==> src/fsd_pkg.sv <==
// Contract
// - offset clock is crystal divided by 4/8/16
// - 7-bit gain limits, defaults 27 and 76
// - above upper lowers gain, below lower raises
// - readback strength code, power from correction
// - readback gain codes and correction table
// - select 01 correlator, 00 linear demodulator
// - two correlators, compare their output levels
// - 10-bit correlator bandwidth setting
// - second-order low-pass before the slicer
// - 10-bit post-filter setting sets cutoff
// - correlator slicer threshold fixed at zero
// - clock recovery oversamples at 32x data rate
// - linear: averaging plus envelope, then threshold
// - linear slicer feeds same clock recovery
// - linear uses same post-filter setting
// - sync word match raises interrupt pin
// - interrupt drops nine data clocks later
// - detection only in demod mode 2 or 3
// - sync length 12, 16, 20 or 24 bits
// - tolerate up to three mismatching bits
package fsd_pkg;
    // ----------------------------------------
    // clock and timing
    // ----------------------------------------
    localparam int CLK_PERIOD_NS = 50;
    localparam logic [3:0] MATCH_HOLD_BITS = 4'h9;
    localparam logic [4:0] CDR_MID_PHASE = 5'h10;
    localparam logic [2:0] GAIN_IDX_MAX = 3'h5;
    // ----------------------------------------
    // register byte offsets
    // ----------------------------------------
    localparam logic [7:0] OFS_CTRL = 8'h00;
    localparam logic [7:0] OFS_AGC = 8'h04;
    localparam logic [7:0] OFS_BW = 8'h08;
    localparam logic [7:0] OFS_SYNC = 8'h0C;
    localparam logic [7:0] OFS_RATE = 8'h10;
    localparam logic [7:0] OFS_READBACK = 8'h14;
    // ----------------------------------------
    // field positions
    // ----------------------------------------
    localparam int CTRL_DIV_LSB = 0;
    localparam int CTRL_DEMOD_SEL_LSB = 2;
    localparam int CTRL_MODE_LSB = 4;
    localparam int CTRL_SYNC_LEN_LSB = 7;
    localparam int CTRL_SYNC_TOL_LSB = 9;
    localparam int CTRL_AMP_AUTO_BIT = 11;
    localparam int CTRL_FILT_AUTO_BIT = 12;
    localparam int CTRL_AMP_MAN_LSB = 13;
    localparam int CTRL_FILT_MAN_LSB = 15;
    localparam int AGC_LOW_LSB = 0;
    localparam int AGC_HIGH_LSB = 7;
    localparam int AGC_WAIT_LSB = 14;
    localparam int BW_POST_LSB = 0;
    localparam int BW_CORR_LSB = 16;
    localparam int RB_STRENGTH_LSB = 0;
    localparam int RB_AMP_LSB = 7;
    localparam int RB_FILT_LSB = 9;
    localparam int RB_CORR_LSB = 11;
    // ----------------------------------------
    // reset values and demodulator select codes
    // ----------------------------------------
    localparam logic [6:0] RST_GAIN_LOWER = 7'h1B;
    localparam logic [6:0] RST_GAIN_UPPER = 7'h4C;
    localparam logic [7:0] RST_SETTLE_WAIT = 8'h0A;
    localparam logic [9:0] RST_POSTFILTER_BW = 10'h057;
    localparam logic [9:0] RST_CORR_BW = 10'h009;
    localparam logic [15:0] RST_RATE_INC = 16'h1000;
    localparam logic [1:0] DEMOD_LINEAR = 2'h0;
    localparam logic [1:0] DEMOD_CORR = 2'h1;
    // ----------------------------------------
    // types
    // ----------------------------------------
    typedef struct packed {
        logic psel;
        logic penable;
        logic pwrite;
        logic [7:0] paddr;
        logic [31:0] pwdata;
    } fsd_apb_req_t;
    typedef enum logic {
        MS_IDLE = 1'b0,
        MS_HOLD = 1'b1
    } fsd_match_t;
    typedef struct packed {
        logic [1:0] amp;
        logic [1:0] filt;
    } fsd_gain_t;
endpackage

==> src/fsd_rx_core.sv <==
`timescale 1ns/1ns
`default_nettype none
module fsd_rx_core (
    // clock and reset
    input wire logic CLK_I,
    input wire logic SYS_RST_I,
    // register bus
    input wire fsd_pkg::fsd_apb_req_t APB_REQ_I,
    output logic [31:0] PRDATA_O,
    output logic PREADY_O,
    output logic PSLVERR_O,
    // limiter and strength inputs from the analog side
    input wire logic I_LIM_I,
    input wire logic Q_LIM_I,
    input wire logic [6:0] STRENGTH_I,
    // front-end control
    output logic OFFSET_CLK_EN_O,
    output fsd_pkg::fsd_gain_t GAIN_O,
    // recovered data toward the host
    output logic RX_BIT_O,
    output logic RX_BIT_CLK_O,
    output logic MATCH_INT_O
);
    // ----------------------------------------
    // state
    // ----------------------------------------
    typedef struct packed {
        logic [16:0] ctrl;
        logic [6:0] gain_lower;
        logic [6:0] gain_upper;
        logic [7:0] settle_wait;
        logic [9:0] post_bw;
        logic [9:0] corr_bw;
        logic [23:0] sync_word;
        logic [15:0] rate_inc;
        logic [31:0] rdata;
        logic slverr;
        logic [3:0] div_cnt;
        logic off_en;
        logic [1:0] iq_s1;
        logic [1:0] iq_s2;
        logic [1:0] iq_prev;
        logic [6:0] str_s1;
        logic [6:0] str_s2;
        logic [2:0] gain_idx;
        logic [7:0] agc_cnt;
        logic [9:0] win_cnt;
        logic [10:0] pos_cnt;
        logic [10:0] neg_cnt;
        logic signed [15:0] corr_val;
        logic signed [17:0] y1;
        logic signed [17:0] y2;
        logic signed [17:0] env_hi;
        logic signed [17:0] env_lo;
        logic slice;
        logic slice_prev;
        logic [16:0] nco;
        logic [4:0] phase;
        logic bit_q;
        logic bit_stb;
        logic [23:0] shift;
        fsd_pkg::fsd_match_t mstate;
        logic [3:0] hold_cnt;
    } fsd_state_t;

    fsd_state_t s_q;
    fsd_state_t s_d;

    // ----------------------------------------
    // functions
    // ----------------------------------------
    function automatic logic [1:0] quad_pos(input logic [1:0] iq);
        case (iq)
            2'b00: quad_pos = 2'd0;
            2'b01: quad_pos = 2'd1;
            2'b11: quad_pos = 2'd2;
            default: quad_pos = 2'd3;
        endcase
    endfunction

    function automatic logic signed [17:0] lpf_step(input logic signed [17:0] y,
            input logic signed [17:0] x, input logic [9:0] k);
        logic signed [18:0] diff;
        logic signed [29:0] prod;
        diff = 19'(x) - 19'(y);
        prod = 30'(diff) * $signed({20'h0_0000, k});
        lpf_step = y + 18'(prod >>> 10);
    endfunction

    function automatic fsd_pkg::fsd_gain_t gain_pair(input logic [2:0] idx);
        case (idx)
            3'd5: gain_pair = '{amp: 2'b11, filt: 2'b10};
            3'd4: gain_pair = '{amp: 2'b10, filt: 2'b10};
            3'd3: gain_pair = '{amp: 2'b10, filt: 2'b01};
            3'd2: gain_pair = '{amp: 2'b10, filt: 2'b00};
            3'd1: gain_pair = '{amp: 2'b01, filt: 2'b00};
            default: gain_pair = '{amp: 2'b00, filt: 2'b00};
        endcase
    endfunction

    function automatic logic [6:0] gain_corr(input fsd_pkg::fsd_gain_t g);
        case ({g.amp, g.filt})
            4'b1110: gain_corr = 7'd0;
            4'b1010: gain_corr = 7'd17;
            4'b1001: gain_corr = 7'd53;
            4'b1000: gain_corr = 7'd65;
            4'b0100: gain_corr = 7'd90;
            4'b0000: gain_corr = 7'd113;
            default: gain_corr = 7'd0;
        endcase
    endfunction

    function automatic logic [4:0] ones(input logic [23:0] v);
        ones = 5'd0;
        for (int i = 0; i < 24; i++) begin
            ones = ones + 5'(v[i]);
        end
    endfunction

    // ----------------------------------------
    // decoded configuration
    // ----------------------------------------
    logic [1:0] div_sel;
    logic [1:0] demod_sel;
    logic [2:0] demod_mode;
    logic [1:0] sync_len;
    logic [1:0] sync_tol;
    logic auto_gain;
    fsd_pkg::fsd_gain_t gain_now;
    logic [6:0] corr_now;
    logic [3:0] div_last;
    logic [23:0] len_mask;
    logic apb_wr;
    logic apb_setup;

    assign div_sel = s_q.ctrl[fsd_pkg::CTRL_DIV_LSB +: 2];
    assign demod_sel = s_q.ctrl[fsd_pkg::CTRL_DEMOD_SEL_LSB +: 2];
    assign demod_mode = s_q.ctrl[fsd_pkg::CTRL_MODE_LSB +: 3];
    assign sync_len = s_q.ctrl[fsd_pkg::CTRL_SYNC_LEN_LSB +: 2];
    assign sync_tol = s_q.ctrl[fsd_pkg::CTRL_SYNC_TOL_LSB +: 2];
    // the loop runs only when both selectors are auto
    assign auto_gain = s_q.ctrl[fsd_pkg::CTRL_AMP_AUTO_BIT]
        & s_q.ctrl[fsd_pkg::CTRL_FILT_AUTO_BIT];
    assign gain_now = auto_gain ? gain_pair(s_q.gain_idx)
        : fsd_pkg::fsd_gain_t'{amp: s_q.ctrl[fsd_pkg::CTRL_AMP_MAN_LSB +: 2],
            filt: s_q.ctrl[fsd_pkg::CTRL_FILT_MAN_LSB +: 2]};
    assign corr_now = gain_corr(gain_now);
    assign div_last = (div_sel == 2'd0) ? 4'd3 : ((div_sel == 2'd1) ? 4'd7 : 4'd15);
    // compare width
    // ones in the low 12/16/20/24 bits, where the newest bits sit
    assign len_mask = ~(24'hFF_F000 << (4 * sync_len));
    assign apb_setup = APB_REQ_I.psel & ~APB_REQ_I.penable;
    assign apb_wr = APB_REQ_I.psel & APB_REQ_I.penable & APB_REQ_I.pwrite;

    // ----------------------------------------
    // next state
    // ----------------------------------------
    always_comb begin
        logic [1:0] step;
        logic signed [17:0] x_in;
        logic signed [18:0] thr;
        logic edge_seen;
        logic [23:0] shifted;
        logic [4:0] miss;
        s_d = s_q;
        step = 2'd0;
        x_in = 18'sd0;
        thr = 19'sd0;
        edge_seen = 1'b0;
        shifted = 24'h00_0000;
        miss = 5'd0;

        // register bus: read data latched in setup, write taken in access
        if (apb_setup) begin
            s_d.slverr = 1'b0;
            case (APB_REQ_I.paddr)
                fsd_pkg::OFS_CTRL: s_d.rdata = {15'h0000, s_q.ctrl};
                fsd_pkg::OFS_AGC: s_d.rdata = {10'h000, s_q.settle_wait,
                    s_q.gain_upper, s_q.gain_lower};
                fsd_pkg::OFS_BW: s_d.rdata = {6'h00, s_q.corr_bw, 6'h00, s_q.post_bw};
                fsd_pkg::OFS_SYNC: s_d.rdata = {8'h00, s_q.sync_word};
                fsd_pkg::OFS_RATE: s_d.rdata = {16'h0000, s_q.rate_inc};
                fsd_pkg::OFS_READBACK: s_d.rdata = {14'h0000, corr_now, gain_now.filt,
                    gain_now.amp, s_q.str_s2};
                default: begin
                    s_d.rdata = 32'h0000_0000;
                    s_d.slverr = 1'b1;
                end
            endcase
        end
        if (apb_wr) begin
            case (APB_REQ_I.paddr)
                fsd_pkg::OFS_CTRL: s_d.ctrl = APB_REQ_I.pwdata[16:0];
                fsd_pkg::OFS_AGC: begin
                    s_d.gain_lower = APB_REQ_I.pwdata[fsd_pkg::AGC_LOW_LSB +: 7];
                    s_d.gain_upper = APB_REQ_I.pwdata[fsd_pkg::AGC_HIGH_LSB +: 7];
                    s_d.settle_wait = APB_REQ_I.pwdata[fsd_pkg::AGC_WAIT_LSB +: 8];
                end
                fsd_pkg::OFS_BW: begin
                    s_d.post_bw = APB_REQ_I.pwdata[fsd_pkg::BW_POST_LSB +: 10];
                    s_d.corr_bw = APB_REQ_I.pwdata[fsd_pkg::BW_CORR_LSB +: 10];
                end
                fsd_pkg::OFS_SYNC: s_d.sync_word = APB_REQ_I.pwdata[23:0];
                fsd_pkg::OFS_RATE: s_d.rate_inc = APB_REQ_I.pwdata[15:0];
                default: ;
            endcase
        end

        s_d.off_en = 1'b0;
        if (s_q.div_cnt >= div_last) begin
            s_d.div_cnt = 4'd0;
            s_d.off_en = 1'b1;
        end else begin
            s_d.div_cnt = s_q.div_cnt + 4'd1;
        end

        // pin synchronisers
        s_d.iq_s1 = {I_LIM_I, Q_LIM_I};
        s_d.iq_s2 = s_q.iq_s1;
        s_d.str_s1 = STRENGTH_I;
        s_d.str_s2 = s_q.str_s1;

        // gain loop, one step then wait to settle
        if (auto_gain && s_q.off_en) begin
            if (s_q.agc_cnt != 8'd0) begin
                s_d.agc_cnt = s_q.agc_cnt - 8'd1;
            end else if (s_q.str_s2 > s_q.gain_upper && s_q.gain_idx != 3'd0) begin
                s_d.gain_idx = s_q.gain_idx - 3'd1;
                s_d.agc_cnt = s_q.settle_wait;
            end else if (s_q.str_s2 < s_q.gain_lower
                    && s_q.gain_idx != fsd_pkg::GAIN_IDX_MAX) begin
                s_d.gain_idx = s_q.gain_idx + 3'd1;
                s_d.agc_cnt = s_q.settle_wait;
            end
        end

        // quadrature rotation direction is the raw frequency sign
        s_d.iq_prev = s_q.iq_s2;
        step = quad_pos(s_q.iq_s2) - quad_pos(s_q.iq_prev);
        // upper and lower tone correlators over the window
        if (step == 2'd1) begin
            s_d.pos_cnt = s_q.pos_cnt + 11'd1;
        end else if (step == 2'd3) begin
            s_d.neg_cnt = s_q.neg_cnt + 11'd1;
        end
        if (s_q.win_cnt == 10'd0) begin
            s_d.win_cnt = s_q.corr_bw;
            s_d.corr_val = 16'($signed({5'h00, s_q.pos_cnt}) - $signed({5'h00, s_q.neg_cnt}));
            s_d.pos_cnt = 11'd0;
            s_d.neg_cnt = 11'd0;
        end else begin
            s_d.win_cnt = s_q.win_cnt - 10'd1;
        end

        if (demod_sel == fsd_pkg::DEMOD_CORR) begin
            x_in = 18'(s_q.corr_val) <<< 4;
        end else begin
            x_in = (step == 2'd1) ? 18'sd256 : ((step == 2'd3) ? -18'sd256 : 18'sd0);
        end
        s_d.y1 = lpf_step(s_q.y1, x_in, s_q.post_bw);
        s_d.y2 = lpf_step(s_q.y2, s_q.y1, s_q.post_bw);

        // envelope with slow decay toward the centre
        // decay once per bit: faster decay collapses the threshold on long runs
        if (s_q.y2 > s_q.env_hi) begin
            s_d.env_hi = s_q.y2;
        end else if (s_q.bit_stb && s_q.env_hi > s_q.env_lo) begin
            s_d.env_hi = s_q.env_hi - 18'sd1;
        end
        if (s_q.y2 < s_q.env_lo) begin
            s_d.env_lo = s_q.y2;
        end else if (s_q.bit_stb && s_q.env_lo < s_q.env_hi) begin
            s_d.env_lo = s_q.env_lo + 18'sd1;
        end
        thr = (19'(s_q.env_hi) + 19'(s_q.env_lo)) >>> 1;
        if (demod_sel == fsd_pkg::DEMOD_CORR) begin
            s_d.slice = s_q.y2 > 18'sd0;
        end else begin
            s_d.slice = 19'(s_q.y2) > thr;
        end

        // oversample enable at 32x the bit rate
        s_d.bit_stb = 1'b0;
        s_d.nco = {1'b0, s_q.nco[15:0]} + {1'b0, s_q.rate_inc};
        if (s_q.nco[16]) begin
            s_d.slice_prev = s_q.slice;
            edge_seen = s_q.slice != s_q.slice_prev;
            // edges late in the bit pull the phase forward by one extra
            if (edge_seen && s_q.phase >= fsd_pkg::CDR_MID_PHASE) begin
                s_d.phase = s_q.phase + 5'd2;
            end else if (edge_seen && s_q.phase != 5'd0) begin
                s_d.phase = s_q.phase;
            end else begin
                s_d.phase = s_q.phase + 5'd1;
            end
            if (s_q.phase == fsd_pkg::CDR_MID_PHASE) begin
                s_d.bit_q = s_q.slice;
                s_d.bit_stb = 1'b1;
            end
        end

        // shift newest bit in, count mismatches
        // first bit received lands at the top
        if (s_q.bit_stb) begin
            shifted = {s_q.shift[22:0], s_q.bit_q};
            s_d.shift = shifted;
            miss = ones((shifted ^ s_q.sync_word) & len_mask);
        end
        case (s_q.mstate)
            fsd_pkg::MS_IDLE: begin
                if (s_q.bit_stb && demod_mode[2:1] == 2'b01 && miss <= {3'd0, sync_tol}) begin
                    s_d.mstate = fsd_pkg::MS_HOLD;
                    s_d.hold_cnt = 4'd0;
                end
            end
            fsd_pkg::MS_HOLD: begin
                if (s_q.bit_stb) begin
                    s_d.hold_cnt = s_q.hold_cnt + 4'd1;
                    if (s_q.hold_cnt + 4'd1 == fsd_pkg::MATCH_HOLD_BITS) begin
                        s_d.mstate = fsd_pkg::MS_IDLE;
                    end
                end
            end
            default: s_d.mstate = fsd_pkg::MS_IDLE;
        endcase
    end

    // ----------------------------------------
    // registers
    // ----------------------------------------
    always_ff @(posedge CLK_I) begin
        if (SYS_RST_I) begin
            s_q <= '0;
            s_q.gain_lower <= fsd_pkg::RST_GAIN_LOWER;
            s_q.gain_upper <= fsd_pkg::RST_GAIN_UPPER;
            s_q.settle_wait <= fsd_pkg::RST_SETTLE_WAIT;
            s_q.post_bw <= fsd_pkg::RST_POSTFILTER_BW;
            s_q.corr_bw <= fsd_pkg::RST_CORR_BW;
            s_q.rate_inc <= fsd_pkg::RST_RATE_INC;
            s_q.gain_idx <= fsd_pkg::GAIN_IDX_MAX;
            s_q.mstate <= fsd_pkg::MS_IDLE;
        end else begin
            s_q <= s_d;
        end
    end

    assign PRDATA_O = s_q.rdata;
    assign PSLVERR_O = s_q.slverr & APB_REQ_I.psel & APB_REQ_I.penable;
    assign PREADY_O = APB_REQ_I.psel & APB_REQ_I.penable;
    assign OFFSET_CLK_EN_O = s_q.off_en;
    assign GAIN_O = gain_now;
    assign RX_BIT_O = s_q.bit_q;
    assign RX_BIT_CLK_O = s_q.phase[4];
    assign MATCH_INT_O = s_q.mstate == fsd_pkg::MS_HOLD;
endmodule
`default_nettype wire

==> config.mk <==
export PLATFORM = sky130hd
export DESIGN_NAME = fsd_rx_core
export DESIGN_NICKNAME = d
export VERILOG_FILES = /design/src/fsd_pkg.sv /design/src/fsd_rx_core.sv
export SDC_FILE = /design/constraint.sdc
export NUM_CORES = 2
export LEC_CHECK = 0
export BUFFER_PORTS_ARGS = -buffer_cell sky130_fd_sc_hd__buf_2
export CELL_PAD_IN_SITES_DETAIL_PLACEMENT = 0
export CELL_PAD_IN_SITES_GLOBAL_PLACEMENT = 1
export CORE_AREA = 2 2 358 183
export CTS_CLUSTER_DIAMETER = 100
export DETAILED_ROUTE_END_ITERATION = 6
export DIE_AREA = 0 0 360 185
export PLACE_DENSITY = 0.94
export SLEW_MARGIN = 20
export SYNTH_ARGS = -nofsm -noshare
export SYNTH_HDL_FRONTEND = slang
export SYNTH_SLANG_ARGS = --single-unit
==> constraint.sdc <==
create_clock -name CLK_I -period 25.9 [get_ports CLK_I]
set_input_delay 5.18 -clock CLK_I [delete_from_list [all_inputs] [get_ports CLK_I]]
set_output_delay 5.18 -clock CLK_I [all_outputs]
set_load 0.05 [all_outputs]
==> results.py <==
metrics = {
    "timing": {
        "finalCriticalPeriod_ns": 11.59,
        "finalSetupTns_ns": 0,
        "finClkSkew_ns": 0.0289,
        "drv_slew": 0,
        "finalHoldViolCount": 0,
        "fmax_ghz": 0.0863,
        "rsz0062_at_grt": "no",
        "max_slew.worst_pin.slew_ns": 1.20,
        "slew_headroom_pct": 19.7,
        "holdWs_ns": 0.432,
        "setup_viol": 0,
        "post-route-worst-setup-slack_ns": 14.31,
        "fin_crit_sh_pct": 44.8,
    },
    "yosys": {
        "synth_simple_gate_area_share_pct": 18.9,
        "synth-xor-area-share_pct": 5.72,
        "synth_area_per_cell_sq_um": 8.47,
        "synth_edf_count": 0,
        "synth_compound_area_share_pct": 12.4,
        "synth-seq-cells": 332,
        "async_reset_ff_share_pct": 0,
        "synth_flop_cell": "dfxtp_1",
        "synthDistinctLibCells": 80,
        "synth_top_family_by_area": "adder cells",
        "muxShareOfSynthArea_pct": 1.91,
        "ys_seq_area_share_pct": 19.6,
        "netlist_area_sq_mm": 0.0339,
        "ys_warn_count": 0,
        "postSynthCellCount": 3996,
        "yosys.area_share.adder_pct": 33.1,
    },
    "outcome": {
        "status": "finished, final reports clean",
    },
    "floorplanning": {
        "die_w_um": 360,
        "die_area_sq_mm": 0.0666,
        "fp.coreArea_sq_mm": 0.0638,
        "start_util_pct": 53.0,
        "num_rows": 66,
        "io_pins": 96,
        "die_h_um": 185,
    },
    "grt": {
        "grt_antenna_before_repair": 2,
        "overflow": 0,
        "grt_usage_pct": 28.2,
        "grt_max_degree": 176,
        "grt_pass1_vias": 25700,
        "grt_pass1_wl_mm": 148,
    },
    "setup_path": {
        "worstPathArrival_ns": 12.00,
        "crit_top_cell": "fa_1",
        "path_max_fanout": 10,
        "crit_slowest_cell": "xor2_1",
        "startpoint": "s_q[92]",
        "crit_buf_inv": 2,
        "slowest_delay_ns": 0.94,
        "crit_path_start_kind": "flip-flop",
        "r2r_start": "s_q[92]",
        "r2r_end": "s_q[108]",
        "crit_end": "s_q[108]",
        "r2r_cells": 34,
        "critPathKind": "flip-flop to flip-flop",
        "crit_required_ns": 26.31,
        "crit_family": "compound AO/OA/AOI/OAI gates",
        "cp-end-kind": "flip-flop",
        "worstSetupPathDepth": 34,
        "r2r_slack_ns": 14.31,
    },
    "clock_network": {
        "clk_latency_ns": 0.56,
        "cts.reportedPaths.clkPinSlew_ns": 0.07,
        "cts_made_buffers": 35,
        "cts_setup_buffers": 0,
        "cts_tree": "yes",
        "clock_sinks": 332,
        "htree_levels": 2,
        "root_buffer": "clkbuf_16",
        "clock_path_buffers": 3,
        "cts.repair.resized": 0,
        "cts_hold_buf": 0,
    },
    "cells_and_area": {
        "layout.cells.most_common": "inv_1",
        "layout.nets": 4730,
        "layout-drive-gt1-share_pct": 6.01,
        "n_antenna_cell": 0,
        "final_cell_mix": "inv_1, nand2_1, ha_1",
        "final_area_sq_mm": 0.0361,
        "syn_to_final_growth_pct": 6.72,
    },
    "placed_design": {
        "finalWeightedCongestion": 0.946,
        "dp_hpwl_mm": 73.2,
        "dpl_cell_area_sq_mm": 0.0350,
        "place_worst_setup_slack_ns": 14.69,
        "numPortBuffers": 83,
    },
    "min_path": {
        "hp-start": "s_d[188]",
        "worst_hold_path_type": "flip-flop to flip-flop",
    },
    "drt": {
        "ant_nets": 0,
        "routed_wl_mm": 93.8,
        "drt_iter0_markers": 3096,
        "vias_per_cell": 5.67,
        "drt_pre_antenna_iters": 5,
        "vias": 27600,
        "post-route-drc-count": 0,
        "wl_per_cell_um": 19.3,
    },
    "job": {
        "drv_cap": 0,
    },
}
[how the worst min path moves through the flow]
stage / to / slack [ns] / depth (start not counted)
after floorplan: s_d[200] / 0.41 / 1
after global placement: s_q[186] / 0.42 / 1
after detailed placement: s_q[187] / 0.43 / 1
after CTS: s_q[188] / 0.43 / 1
after global routing: s_q[188] / 0.45 / 1
final: s_q[188] / 0.43 / 1
[metrics by stage]
| stage | utilization (%) | instances |
|---|---|---|
| 2_1_floorplan | - | 4001 |
| 3_3_place_gp | 54.8 | 4799 |
| 3_5_place_dp | 54.8 | 4799 |
| 4_1_cts | 56.5 | 4860 |
| 5_1_grt | 56.6 | 4860 |
| 6_report | 56.6 | 4860 |
[cell usage after synthesis, types with 9 or more instances]
cell type / n / area (sq um)
nor4_1: 17 / 106
buf_4: 32 / 240
o21bai_1: 16 / 120
dfxtp_1: 332 / 6650
xnor2_1: 155 / 1360
ha_1: 347 / 4340
or3_1: 15 / 93.8
buf_1: 16 / 60.1
nand2b_1: 32 / 200
o211ai_1: 16 / 120
mux4_2: 10 / 225
a2111oi_0: 22 / 193
fa_1: 343 / 6870
a21boi_0: 11 / 82.6
xor2_1: 66 / 578
nor3_1: 57 / 285
nor2b_1: 68 / 425
and2_1: 209 / 1310
clkbuf_1: 128 / 480
and3_1: 23 / 144
a21o_1: 66 / 495
a31oi_1: 25 / 156
a22oi_1: 18 / 135
a311oi_1: 14 / 123
o21ai_0: 77 / 385
nand3_1: 66 / 330
mux2i_1: 33 / 330
nor2_1: 293 / 1100
a211oi_1: 59 / 443
a21oi_1: 221 / 1110
nand2_1: 491 / 1840
inv_1: 534 / 2000
a221oi_1: 9 / 78.8
nand4_1: 29 / 181
o21a_1: 27 / 203
[final cells by class]
cell class                 count  area, sq um
clock buffer                  51         1030
clock inverter                10         91.3
fill                        5712        27700
inverter                     535         2010
multi-input combinational   2957        24500
sequential                   332         6650
tap                          850         1060
timing repair buffer         125          753
[kinds of logic (layout without fill, tap and decap cells)]
logic type,count (synthesis),after routing
flip-flops,332,332
XOR/XNOR,221,221
AO/OA/AOI/OAI,641,641
AND/OR/NAND/NOR,1347,1347
other,1,6
adder cells (fa/ha/maj),691,691
buffers and inverters,712,721
multiplexers,51,51
[registers in the layout, indices dropped and copies added, names as in the netlist]
signal,cells
PRDATA_O,26
MATCH_INT_O,1
s_d,11
RX_BIT_CLK_O,1
div_sel,2
RX_BIT_O,1
demod_mode,3
s_q,284
demod_sel,2
OFFSET_CLK_EN_O,1
[per-layer routing]
| metal | GRT usage, % | share of wire (%) | wire length (um) |
|---|---|---|---|
| met4 | 3.18 | 0.90 | 846 |
| met1 | 47.0 | 51 | 47800 |
| met2 | 33.3 | 34 | 31800 |
| met5 | 0 | 0.012 | 11 |
| met3 | 10.6 | 14 | 13300 |
Power is not shown: default switching activity piles up to over one toggle a cycle in this logic, so the estimate is an artifact.
